### src/logic/dxt_params.svh
// Constants for the derived-exception and tail-chain sequencer
`ifndef DXT_PARAMS_SVH
`define DXT_PARAMS_SVH
`define DXT_NUM_HARD 9'h003
`define DXT_NUM_MEMFAULT 9'h004
`define DXT_NUM_BUSERR 9'h005
`define DXT_NUM_DBGMON 9'h00c
`define DXT_PRI_HARD 9'sh1ff
`define DXT_LINK_BASE 32'hf000_0000
`define DXT_RET_ONES_MSB 27
`define DXT_RET_ONES_LSB 4
`define DXT_NUM_EXC 512
`endif

### src/logic/dxt_pkg.sv
// Types for the derived-exception and tail-chain sequencer
package dxt_pkg;
  typedef logic signed [8:0] dxt_pri_type;
  typedef logic [8:0] dxt_num_type;
  typedef enum logic [2:0] {
    CLS_NONE = 3'h0,
    CLS_MPU_STK = 3'h1,
    CLS_BUS_STK = 3'h2,
    CLS_MPU_UNSTK = 3'h3,
    CLS_BUS_UNSTK = 3'h4,
    CLS_DBGMON = 3'h5,
    CLS_VECTOR = 3'h6
  } dxt_class_type;
  typedef enum logic [1:0] {
    ST_IDLE = 2'h0,
    ST_ENTRY = 2'h1,
    ST_RETURN = 2'h2
  } dxt_state_type;
endpackage : dxt_pkg

### src/logic/dxt_exc_seq.sv
// Derived-exception classification, escalation and tail-chain sequencer
// Summary of operation
// - Stack write protection fault on entry is the stacking class protection fault.
// - Stack write bus error on entry is the stacking class bus fault.
// - Entry watchpoint without halting debug raises a debug monitor fault.
// - Vector fetch bus error of the original exception is always hard fault.
// - Entry: debug monitor fault at or below preempted priority is dropped.
// - Entry: other derived fault at or below preempted level becomes hard fault.
// - Entry drop or escalate uses only preempted and derived priorities.
// - Late arrival when derived priority beats the original exception; an escalated hard fault always arrives late.
// - Else the original enters and the derived fault pends.
// - Late-arriving derived handler entered active; original stays pending.
// - Priorities compare as group values, smaller value is higher.
// - Return target is higher of top other active and mask boost.
// - Return stack read faults are unstacking classes; watchpoint gives monitor fault.
// - Return: at or below target drops monitor fault, escalates others.
// - Derived fault on return is entered by tail-chaining.
// - Tail-chain skips unstacking and restacking of key context.
// - Pending exception above return target may be taken by tail-chain.
// - Tail-chain needs handler mode and return code bits 27:4 all ones; without them it still runs and flags UNPRED.
// - Tail-chain deactivates the exception named by status bits 8:0.
// - Tail-chain loads link register with base plus the return code.
// - Pending state set here is recorded and readable.
`include "dxt_params.svh"
module dxt_exc_seq #(
  parameter bit LATE_ARRIVAL_EN = 1'b1,
  parameter bit TAIL_CHAIN_EN = 1'b1,
  parameter int NUM_EXC = `DXT_NUM_EXC
) (
  input wire logic CLK,
  input wire logic RST_B,
  input wire logic ENTRY_START,
  input wire dxt_pkg::dxt_num_type OE_NUM,
  input wire dxt_pkg::dxt_pri_type OE_PRI,
  input wire dxt_pkg::dxt_pri_type PE_PRI,
  input wire logic ENTRY_DONE,
  input wire logic STK_MPU_ERR,
  input wire logic STK_BUS_ERR,
  input wire logic ENTRY_WATCH,
  input wire logic HALT_DBG_EN,
  input wire logic VEC_BUS_ERR,
  input wire dxt_pkg::dxt_pri_type MEMFAULT_PRI,
  input wire dxt_pkg::dxt_pri_type BUSERR_PRI,
  input wire dxt_pkg::dxt_pri_type DBGMON_PRI,
  input wire logic RET_START,
  input wire logic [27:0] RET_CODE,
  input wire dxt_pkg::dxt_num_type STATUS_NUM,
  input wire logic HANDLER_MODE,
  input wire dxt_pkg::dxt_pri_type ACTIVE_TOP_PRI,
  input wire dxt_pkg::dxt_pri_type BOOST_PRI,
  input wire logic RET_DONE,
  input wire logic UNSTK_MPU_ERR,
  input wire logic UNSTK_BUS_ERR,
  input wire logic RET_WATCH,
  input wire logic PEND_VALID,
  input wire dxt_pkg::dxt_num_type PEND_NUM,
  input wire dxt_pkg::dxt_pri_type PEND_PRI,
  input wire logic PEND_CLR,
  input wire dxt_pkg::dxt_num_type PEND_CLR_NUM,
  input wire dxt_pkg::dxt_num_type PEND_RD_NUM,
  output logic PEND_RD_BIT,
  output logic BUSY,
  output logic TAKE,
  output dxt_pkg::dxt_num_type TAKE_NUM,
  output logic SET_PEND,
  output dxt_pkg::dxt_num_type SET_PEND_NUM,
  output dxt_pkg::dxt_class_type FAULT_CLASS,
  output logic DERIVED_DROP,
  output logic TAIL_CHAIN,
  output logic DEACT,
  output dxt_pkg::dxt_num_type DEACT_NUM,
  output logic LINK_WE,
  output logic [31:0] LINK_VAL,
  output logic RET_COMPLETE,
  output logic UNPRED
);
  import dxt_pkg::*;

  if (NUM_EXC < 16 || NUM_EXC > `DXT_NUM_EXC) begin : g_chk
    $error("dxt_exc_seq: NUM_EXC out of range");
  end

  // Priority order among simultaneous faults: vector, protection, bus, watchpoint
  function automatic dxt_class_type dxt_cls(input logic vec, input logic mpu,
                                            input logic bus, input logic dbg,
                                            input logic ret);
    dxt_class_type c;
    c = CLS_NONE;
    if (vec) begin
      c = CLS_VECTOR;
    end else if (mpu) begin
      c = ret ? CLS_MPU_UNSTK : CLS_MPU_STK;
    end else if (bus) begin
      c = ret ? CLS_BUS_UNSTK : CLS_BUS_STK;
    end else if (dbg) begin
      c = CLS_DBGMON;
    end
    return c;
  endfunction : dxt_cls

  dxt_state_type state_q, state_d;
  dxt_num_type oe_num_q, stat_num_q;
  dxt_pri_type oe_pri_q, pe_pri_q, tgt_q;
  logic [27:0] code_q;
  logic hmode_q;
  logic f_mpu_q, f_bus_q, f_dbg_q, f_vec_q;
  logic take_q, pend_q, drop_q, tc_q, deact_q, link_we_q, done_q, unpred_q;
  dxt_num_type take_num_q, pend_num_q, deact_num_q;
  dxt_class_type cls_q;
  logic [31:0] link_q;

  wire in_ret = (state_q == ST_RETURN);
  wire ent_fin = (state_q == ST_ENTRY) && ENTRY_DONE;
  wire ret_fin = in_ret && RET_DONE;
  wire start_any = (state_q == ST_IDLE) && (ENTRY_START || RET_START);

  // Fault inputs of the current phase
  wire cur_mpu = in_ret ? UNSTK_MPU_ERR : STK_MPU_ERR;
  wire cur_bus = in_ret ? UNSTK_BUS_ERR : STK_BUS_ERR;
  wire cur_dbg = in_ret ? RET_WATCH : (ENTRY_WATCH && !HALT_DBG_EN);
  wire cur_vec = !in_ret && VEC_BUS_ERR;
  wire acc_mpu = f_mpu_q || cur_mpu;
  wire acc_bus = f_bus_q || cur_bus;
  wire acc_dbg = f_dbg_q || cur_dbg;
  wire acc_vec = f_vec_q || cur_vec;

  dxt_class_type cls;
  assign cls = dxt_cls(acc_vec, acc_mpu, acc_bus, acc_dbg, in_ret);

  wire has_de = (cls != CLS_NONE);
  wire is_dbg = (cls == CLS_DBGMON);
  wire is_mpu = (cls == CLS_MPU_STK) || (cls == CLS_MPU_UNSTK);
  wire is_bus = (cls == CLS_BUS_STK) || (cls == CLS_BUS_UNSTK);
  dxt_num_type de_num;
  dxt_pri_type de_pri, ref_pri, eff_pri, tgt_d;
  dxt_num_type eff_num;
  assign de_num = is_dbg ? `DXT_NUM_DBGMON : is_mpu ? `DXT_NUM_MEMFAULT :
                  is_bus ? `DXT_NUM_BUSERR : `DXT_NUM_HARD;
  assign de_pri = is_dbg ? DBGMON_PRI : is_mpu ? MEMFAULT_PRI :
                  is_bus ? BUSERR_PRI : `DXT_PRI_HARD;

  // Entry weighs against the preempted level, never the original's
  assign ref_pri = in_ret ? tgt_q : pe_pri_q;
  wire at_or_above = (de_pri >= ref_pri);
  wire drop = has_de && is_dbg && at_or_above;
  wire esc = has_de && !is_dbg && at_or_above;
  assign eff_pri = esc ? `DXT_PRI_HARD : de_pri;
  assign eff_num = esc ? `DXT_NUM_HARD : de_num;

  // Entry outcome
  wire beats_oe = (eff_pri < oe_pri_q);
  wire late = has_de && !drop && (esc || (LATE_ARRIVAL_EN && beats_oe));
  wire ent_pend = has_de && !drop;
  dxt_num_type ent_take_num, ent_pend_num;
  assign ent_take_num = late ? eff_num : oe_num_q;
  assign ent_pend_num = late ? oe_num_q : de_num;

  // Return outcome
  assign tgt_d = (ACTIVE_TOP_PRI < BOOST_PRI) ? ACTIVE_TOP_PRI : BOOST_PRI;
  wire tc_de = has_de && !drop;
  wire tc_pend = !has_de && TAIL_CHAIN_EN && PEND_VALID && (PEND_PRI < tgt_q);
  wire tc = tc_de || tc_pend;
  wire code_ok = hmode_q && (&code_q[`DXT_RET_ONES_MSB:`DXT_RET_ONES_LSB]);
  dxt_num_type ret_take_num;
  assign ret_take_num = tc_de ? eff_num : PEND_NUM;

  wire mem_set = ent_fin && ent_pend;

  always_comb begin
    state_d = state_q;
    unique case (state_q)
      ST_IDLE: begin
        if (ENTRY_START) begin
          state_d = ST_ENTRY;
        end else if (RET_START) begin
          state_d = ST_RETURN;
        end
      end
      ST_ENTRY: begin
        if (ENTRY_DONE) begin
          state_d = ST_IDLE;
        end
      end
      ST_RETURN: begin
        if (RET_DONE) begin
          state_d = ST_IDLE;
        end
      end
      default: begin
        state_d = ST_IDLE;
      end
    endcase
  end

  always_ff @(posedge CLK or negedge RST_B) begin
    if (!RST_B) begin
      state_q <= ST_IDLE;
    end else begin
      state_q <= state_d;
    end
  end

  // Context captured at the start of a sequence
  always_ff @(posedge CLK or negedge RST_B) begin
    if (!RST_B) begin
      oe_num_q <= '0;
      oe_pri_q <= '0;
      pe_pri_q <= '0;
      tgt_q <= '0;
      code_q <= '0;
      stat_num_q <= '0;
      hmode_q <= 1'b0;
    end else if (start_any) begin
      oe_num_q <= OE_NUM;
      oe_pri_q <= OE_PRI;
      pe_pri_q <= PE_PRI;
      tgt_q <= tgt_d;
      code_q <= RET_CODE;
      stat_num_q <= STATUS_NUM;
      hmode_q <= HANDLER_MODE;
    end
  end

  // Faults seen anywhere in the sequence are held until its end
  always_ff @(posedge CLK or negedge RST_B) begin
    if (!RST_B) begin
      {f_mpu_q, f_bus_q, f_dbg_q, f_vec_q} <= 4'h0;
    end else if (start_any || state_q == ST_IDLE) begin
      {f_mpu_q, f_bus_q, f_dbg_q, f_vec_q} <= 4'h0;
    end else begin
      {f_mpu_q, f_bus_q, f_dbg_q, f_vec_q} <= {acc_mpu, acc_bus, acc_dbg, acc_vec};
    end
  end

  // Decision pulses, one cycle after the sequence ends
  always_ff @(posedge CLK or negedge RST_B) begin
    if (!RST_B) begin
      {take_q, pend_q, drop_q, tc_q, deact_q, link_we_q, done_q, unpred_q} <= 8'h00;
      take_num_q <= '0;
      pend_num_q <= '0;
      deact_num_q <= '0;
      cls_q <= CLS_NONE;
      link_q <= '0;
    end else begin
      take_q <= ent_fin || (ret_fin && tc);
      pend_q <= mem_set;
      drop_q <= (ent_fin || ret_fin) && drop;
      tc_q <= ret_fin && tc;
      deact_q <= ret_fin && tc;
      link_we_q <= ret_fin && tc;
      done_q <= ret_fin && !tc;
      unpred_q <= ret_fin && tc && !code_ok;
      if (ent_fin || ret_fin) begin
        take_num_q <= ent_fin ? ent_take_num : ret_take_num;
        pend_num_q <= ent_pend_num;
        cls_q <= cls;
        deact_num_q <= stat_num_q;
        link_q <= `DXT_LINK_BASE + {4'h0, code_q};
      end
    end
  end

  // Pending bits stay readable for the control/state registers
  dxt_pend_mem #(
    .NUM(NUM_EXC),
    .AW(9)
  ) u_pend (
    .clk(CLK),
    .rst_b(RST_B),
    .set_en(mem_set),
    .set_idx(ent_pend_num),
    .clr_en(PEND_CLR),
    .clr_idx(PEND_CLR_NUM),
    .rd_idx(PEND_RD_NUM),
    .rd_bit(PEND_RD_BIT)
  );

  assign BUSY = (state_q != ST_IDLE);
  assign TAKE = take_q;
  assign TAKE_NUM = take_num_q;
  assign SET_PEND = pend_q;
  assign SET_PEND_NUM = pend_num_q;
  assign FAULT_CLASS = cls_q;
  assign DERIVED_DROP = drop_q;
  assign TAIL_CHAIN = tc_q;
  assign DEACT = deact_q;
  assign DEACT_NUM = deact_num_q;
  assign LINK_WE = link_we_q;
  assign LINK_VAL = link_q;
  assign RET_COMPLETE = done_q;
  assign UNPRED = unpred_q;
endmodule : dxt_exc_seq

### src/logic/dxt_pend_mem.sv
// Pending-state table, one bit per exception number, registered read
module dxt_pend_mem #(
  parameter int NUM = 512,
  parameter int AW = 9
) (
  input wire logic clk,
  input wire logic rst_b,
  input wire logic set_en,
  input wire logic [AW-1:0] set_idx,
  input wire logic clr_en,
  input wire logic [AW-1:0] clr_idx,
  input wire logic [AW-1:0] rd_idx,
  output logic rd_bit
);
  logic [NUM-1:0] pend_q;
  logic [NUM-1:0] pend_d;
  logic rd_q;
  wire [NUM-1:0] set_mask = set_en ? (NUM'(1) << set_idx) : '0;
  wire [NUM-1:0] clr_mask = clr_en ? (NUM'(1) << clr_idx) : '0;

  if (NUM > (1 << AW) || NUM < 16) begin : g_chk
    $error("dxt_pend_mem: NUM does not fit AW");
  end

  // Set wins over a clear of the same bit
  assign pend_d = (pend_q & ~clr_mask) | set_mask;

  always_ff @(posedge clk or negedge rst_b) begin
    if (!rst_b) begin
      pend_q <= '0;
      rd_q <= 1'b0;
    end else begin
      pend_q <= pend_d;
      rd_q <= pend_q[rd_idx];
    end
  end

  assign rd_bit = rd_q;
endmodule : dxt_pend_mem

### config.mk
export PLATFORM = sky130hd
export DESIGN_NAME = dxt_exc_seq
export DESIGN_NICKNAME = d
export VERILOG_FILES = /design/src/logic/dxt_pkg.sv /design/src/logic/dxt_exc_seq.sv /design/src/logic/dxt_pend_mem.sv
export VERILOG_INCLUDE_DIRS = /design/src /design/src/logic
export SDC_FILE = /design/constraint.sdc
export NUM_CORES = 2
export LEC_CHECK = 0
export BUFFER_PORTS_ARGS = -buffer_cell sky130_fd_sc_hd__buf_2
export CORE_MARGIN = 2
export CORE_UTILIZATION = 52
export DETAILED_ROUTE_END_ITERATION = 12
export PLACE_DENSITY = 0.7
export SETUP_SLACK_MARGIN = 0.2
export SLEW_MARGIN = 20
export SYNTH_ARGS = -nofsm -noshare
export SYNTH_HDL_FRONTEND = slang
export SYNTH_HIERARCHICAL = 1
export SYNTH_SLANG_ARGS = --single-unit
### constraint.sdc
create_clock -name CLK -period 8.2 [get_ports CLK]
set_input_delay 1.23 -clock CLK [delete_from_list [all_inputs] [get_ports CLK]]
set_output_delay 1.23 -clock CLK [all_outputs]
set_load 0.05 [all_outputs]
==> impl_metrics.ini <==
[place]
place_hpwl_um = 67500
gp_congestion = 0.932
dp.cells = 3884
place_ws_ps = -61.8
port_buffers = 233

[route]
drc = 3
drt-total-wl_um = 108000
vias_per_cell = 6.79
drt-initial-drc-count = 3888
antenna_left = 0
vias = 27200
wire_per_inst_um = 26.9
first_pass_iters = 10

[sta]
grt_setup_unrepaired = false
slew_violations = 0
fin_crit_ps = 7480
max_slew_margin = 0.208
final.setup.worst_slack_ps = 719
setup-violations-final = 0
final_hold_viol_count = 0
fin_skew_ps = 23.5
worst_pin_slew_ps = 1180
clock.fmax_mhz = 134
holdWs_ps = 464
min_period_over_period = 0.912
finalSetupTns_ps = 0

[critical_path]
rr_endpoint = u_pend/pend_q[71]$_DFF_PN0_
worstSetupEndpointType = flop
rrSetupSlack_ps = 720
worst-r2r-cell-count = 26
arrival_ps = 7990
critPathSlowestCell = nand2_1
worstPathMaxFanout = 18
slowest_delay_ps = 530
cp-start-kind = flop
reg2reg_from = state_q[0]$_DFFE_PN0P_
crit_type = reg2reg
required_ps = 8710
cp_common_cell = nor2_1

[yosys]
yosys_register_bits = 658
ys_seq_area_frac = 0.529
synth_warnings = 6
synthTopCellsByArea = dfrtp_1, o21ai_0, mux4_2
synth_top_area_share = 0.529
syn_area_per_cell_um2 = 10.2
syn-cell-area_um2 = 31100
synth-edff-count = 0
async_reset_ff_frac = 1.00
yosysTopAreaCell = dfrtp_1
synth_cell_types = 72
syn_nets = 3237
ys.flop_type = dfrtp_1
synthCells = 3042

[die]
die_x_um = 249
core.rowCount = 89
initial_core_util = 0.526
die_h_um = 249
die-area_um2 = 61800
io_pins = 234
core_um2 = 59100

[cells_and_area]
top_register = u_pend/pend_q
drive_gt1_frac = 0.176
nets = 3378
synthToLayoutAreaGrowth_pct = 13.1
fillers = 4909
final_core_util = 0.595
antenna_cells = 0
fin_cells = 4010
largest_reg_flops = 512

[outcome]
violations = design-rule violations
outcome = finished, violations left

[min_path]
worstHoldPathCells = 2
holdCritPathClass = reg2reg
min_to = DEACT_NUM[8]$_DFFE_PN0N_
hp-start = DEACT_NUM[8]$_DFFE_PN0N_

[clock_tree]
postCtsSetupRepairBufs = 0
clk_path_buf_depth = 3
numCtsBuffers = 70
cts_tree = yes
cts_max_level = 3
cts_root_buffer = clkbuf_16
cts.sinks = 658
clock_latency_ps = 630
path_clk_slew_ps = 60

[global_routing]
grt_max_degree = 169
grt_first_pass_wirelength_um = 163000
grt-ovfl-total = 0
grt_use_total = 0.344
antenna_found_initial = 4
grt_pass1_vias = 27200

[pwr]
powerDensity_nw_per_um2 = 294
clock_power_share = 0.321
p_sw_frac = 0.353
peakVddDrop_mv = 0.260
p_leak_uw = 0.0156
power_frac_comb = 0.268
p_sw_uw = 3660
p_int_uw = 6700
p_seq_frac = 0.410

[run]
cap_viol_max_count = 0
## power groups by stage
| stage | combinational (uW) | sequential, uW | clock, uW |
|---|---|---|---|
| floorplan | 1340 | 4650 | 0 |
| global placement | 2620 | 4250 | 0 |
| detailed placement | 2690 | 4280 | 0 |
| CTS | 2710 | 4240 | 3360 |
| global route | 2970 | 4310 | 3490 |
| finish | 2780 | 4250 | 3330 |
## what timing repair did
| item | in CTS | in global routing |
|---|---|---|
| hold buffers | 0 | 0 |
| gates resized for setup | 0 | 7 |
| setup endpoints to repair | 0 | 491 |
## cells in the mapped netlist, types with 12 or more instances
master,instances
o21ai_0,1049
dfrtp_1,658
nand2_1,293
clkbuf_1,175
mux2i_1,126
nor2_1,96
a21oi_1,69
mux4_2,67
mux2_2,65
o221ai_1,58
nand3_1,39
o22ai_1,36
inv_1,34
ha_1,33
nor2b_1,24
a21o_1,13
and2_1,13
buf_6,13
nand2b_1,13
buf_2,12
or2_2,12
## cell type report
cell class,count,area (um^2),area share
flip-flops and latches,658,16500,0.468
inverters,37,139,0.00395
repair buffers,291,1690,0.0479
multi-input cells,2125,13500,0.384
well taps,773,967,0.0275
clock buffers,100,2010,0.0572
clock inverters,26,402,0.0114
## how the worst max path moves through the flow
stage	startpoint	to	slack, ps	cells past startpoint
finish	state_q[0]$_DFFE_PN0P_	u_pend/pend_q[71]$_DFF_PN0_	720	26
global route	state_q[0]$_DFFE_PN0P_	u_pend/pend_q[127]$_DFF_PN0_	270	26
CTS	state_q[0]$_DFFE_PN0P_	u_pend/pend_q[422]$_DFF_PN0_	550	25
detailed placement	UNSTK_BUS_ERR	u_pend/pend_q[406]$_DFF_PN0_	-60	24
global placement	UNSTK_BUS_ERR	u_pend/pend_q[423]$_DFF_PN0_	100	24
floorplan	RET_WATCH	u_pend/pend_q[218]$_DFF_PN0_	1090	28
## cell usage in the layout, fill, tap and decap left out, types with 65 or more instances in the layout
cell type,n
mux2i_1,125
mux4_2,67
a21oi_1,68
clkbuf_16,70
mux2_2,65
dfrtp_1,658
o21ai_0,1049
nor2_1,94
nand2_1,290
buf_2,230
## critical path, delay by kind of cell, from the launching register on
kind	cells	cell delay (ps)
and+or+nand+nor	11	2710
AOI/OAI and AO/OA	10	2800
DFF	1	490
buffers and inverters	2	500
muxes	1	230
adders and majority gates	2	620
## layer usage
layer / global-route usage / part of all wire / up-vias
met5: 0 / 0.00037 / -
met4: 0.172 / 0.055 / 6
met3: 0.111 / 0.13 / 417
met2: 0.519 / 0.44 / 2012
met1: 0.450 / 0.37 / 13400
li1: - / - / 11400
## through the flow
step                power (uW)  cell area [um^2]
global route             10800             35200
floorplan                 5990             31100
global placement          6870             32700
CTS                      10300             35100
finish                   10400             35200
detailed placement        6980             32700
## cell families (layout without fill, tap and decap cells)
family	Yosys count	count (layout)	synth area share
compound gates	1284	1284	0.223
fa+ha+maj	33	33	0.0133
buf+inv	259	454	0.0392
flops	658	658	0.529
mux	265	265	0.118
simple gates	543	543	0.0772
Power figures use the tool's default switching activity.
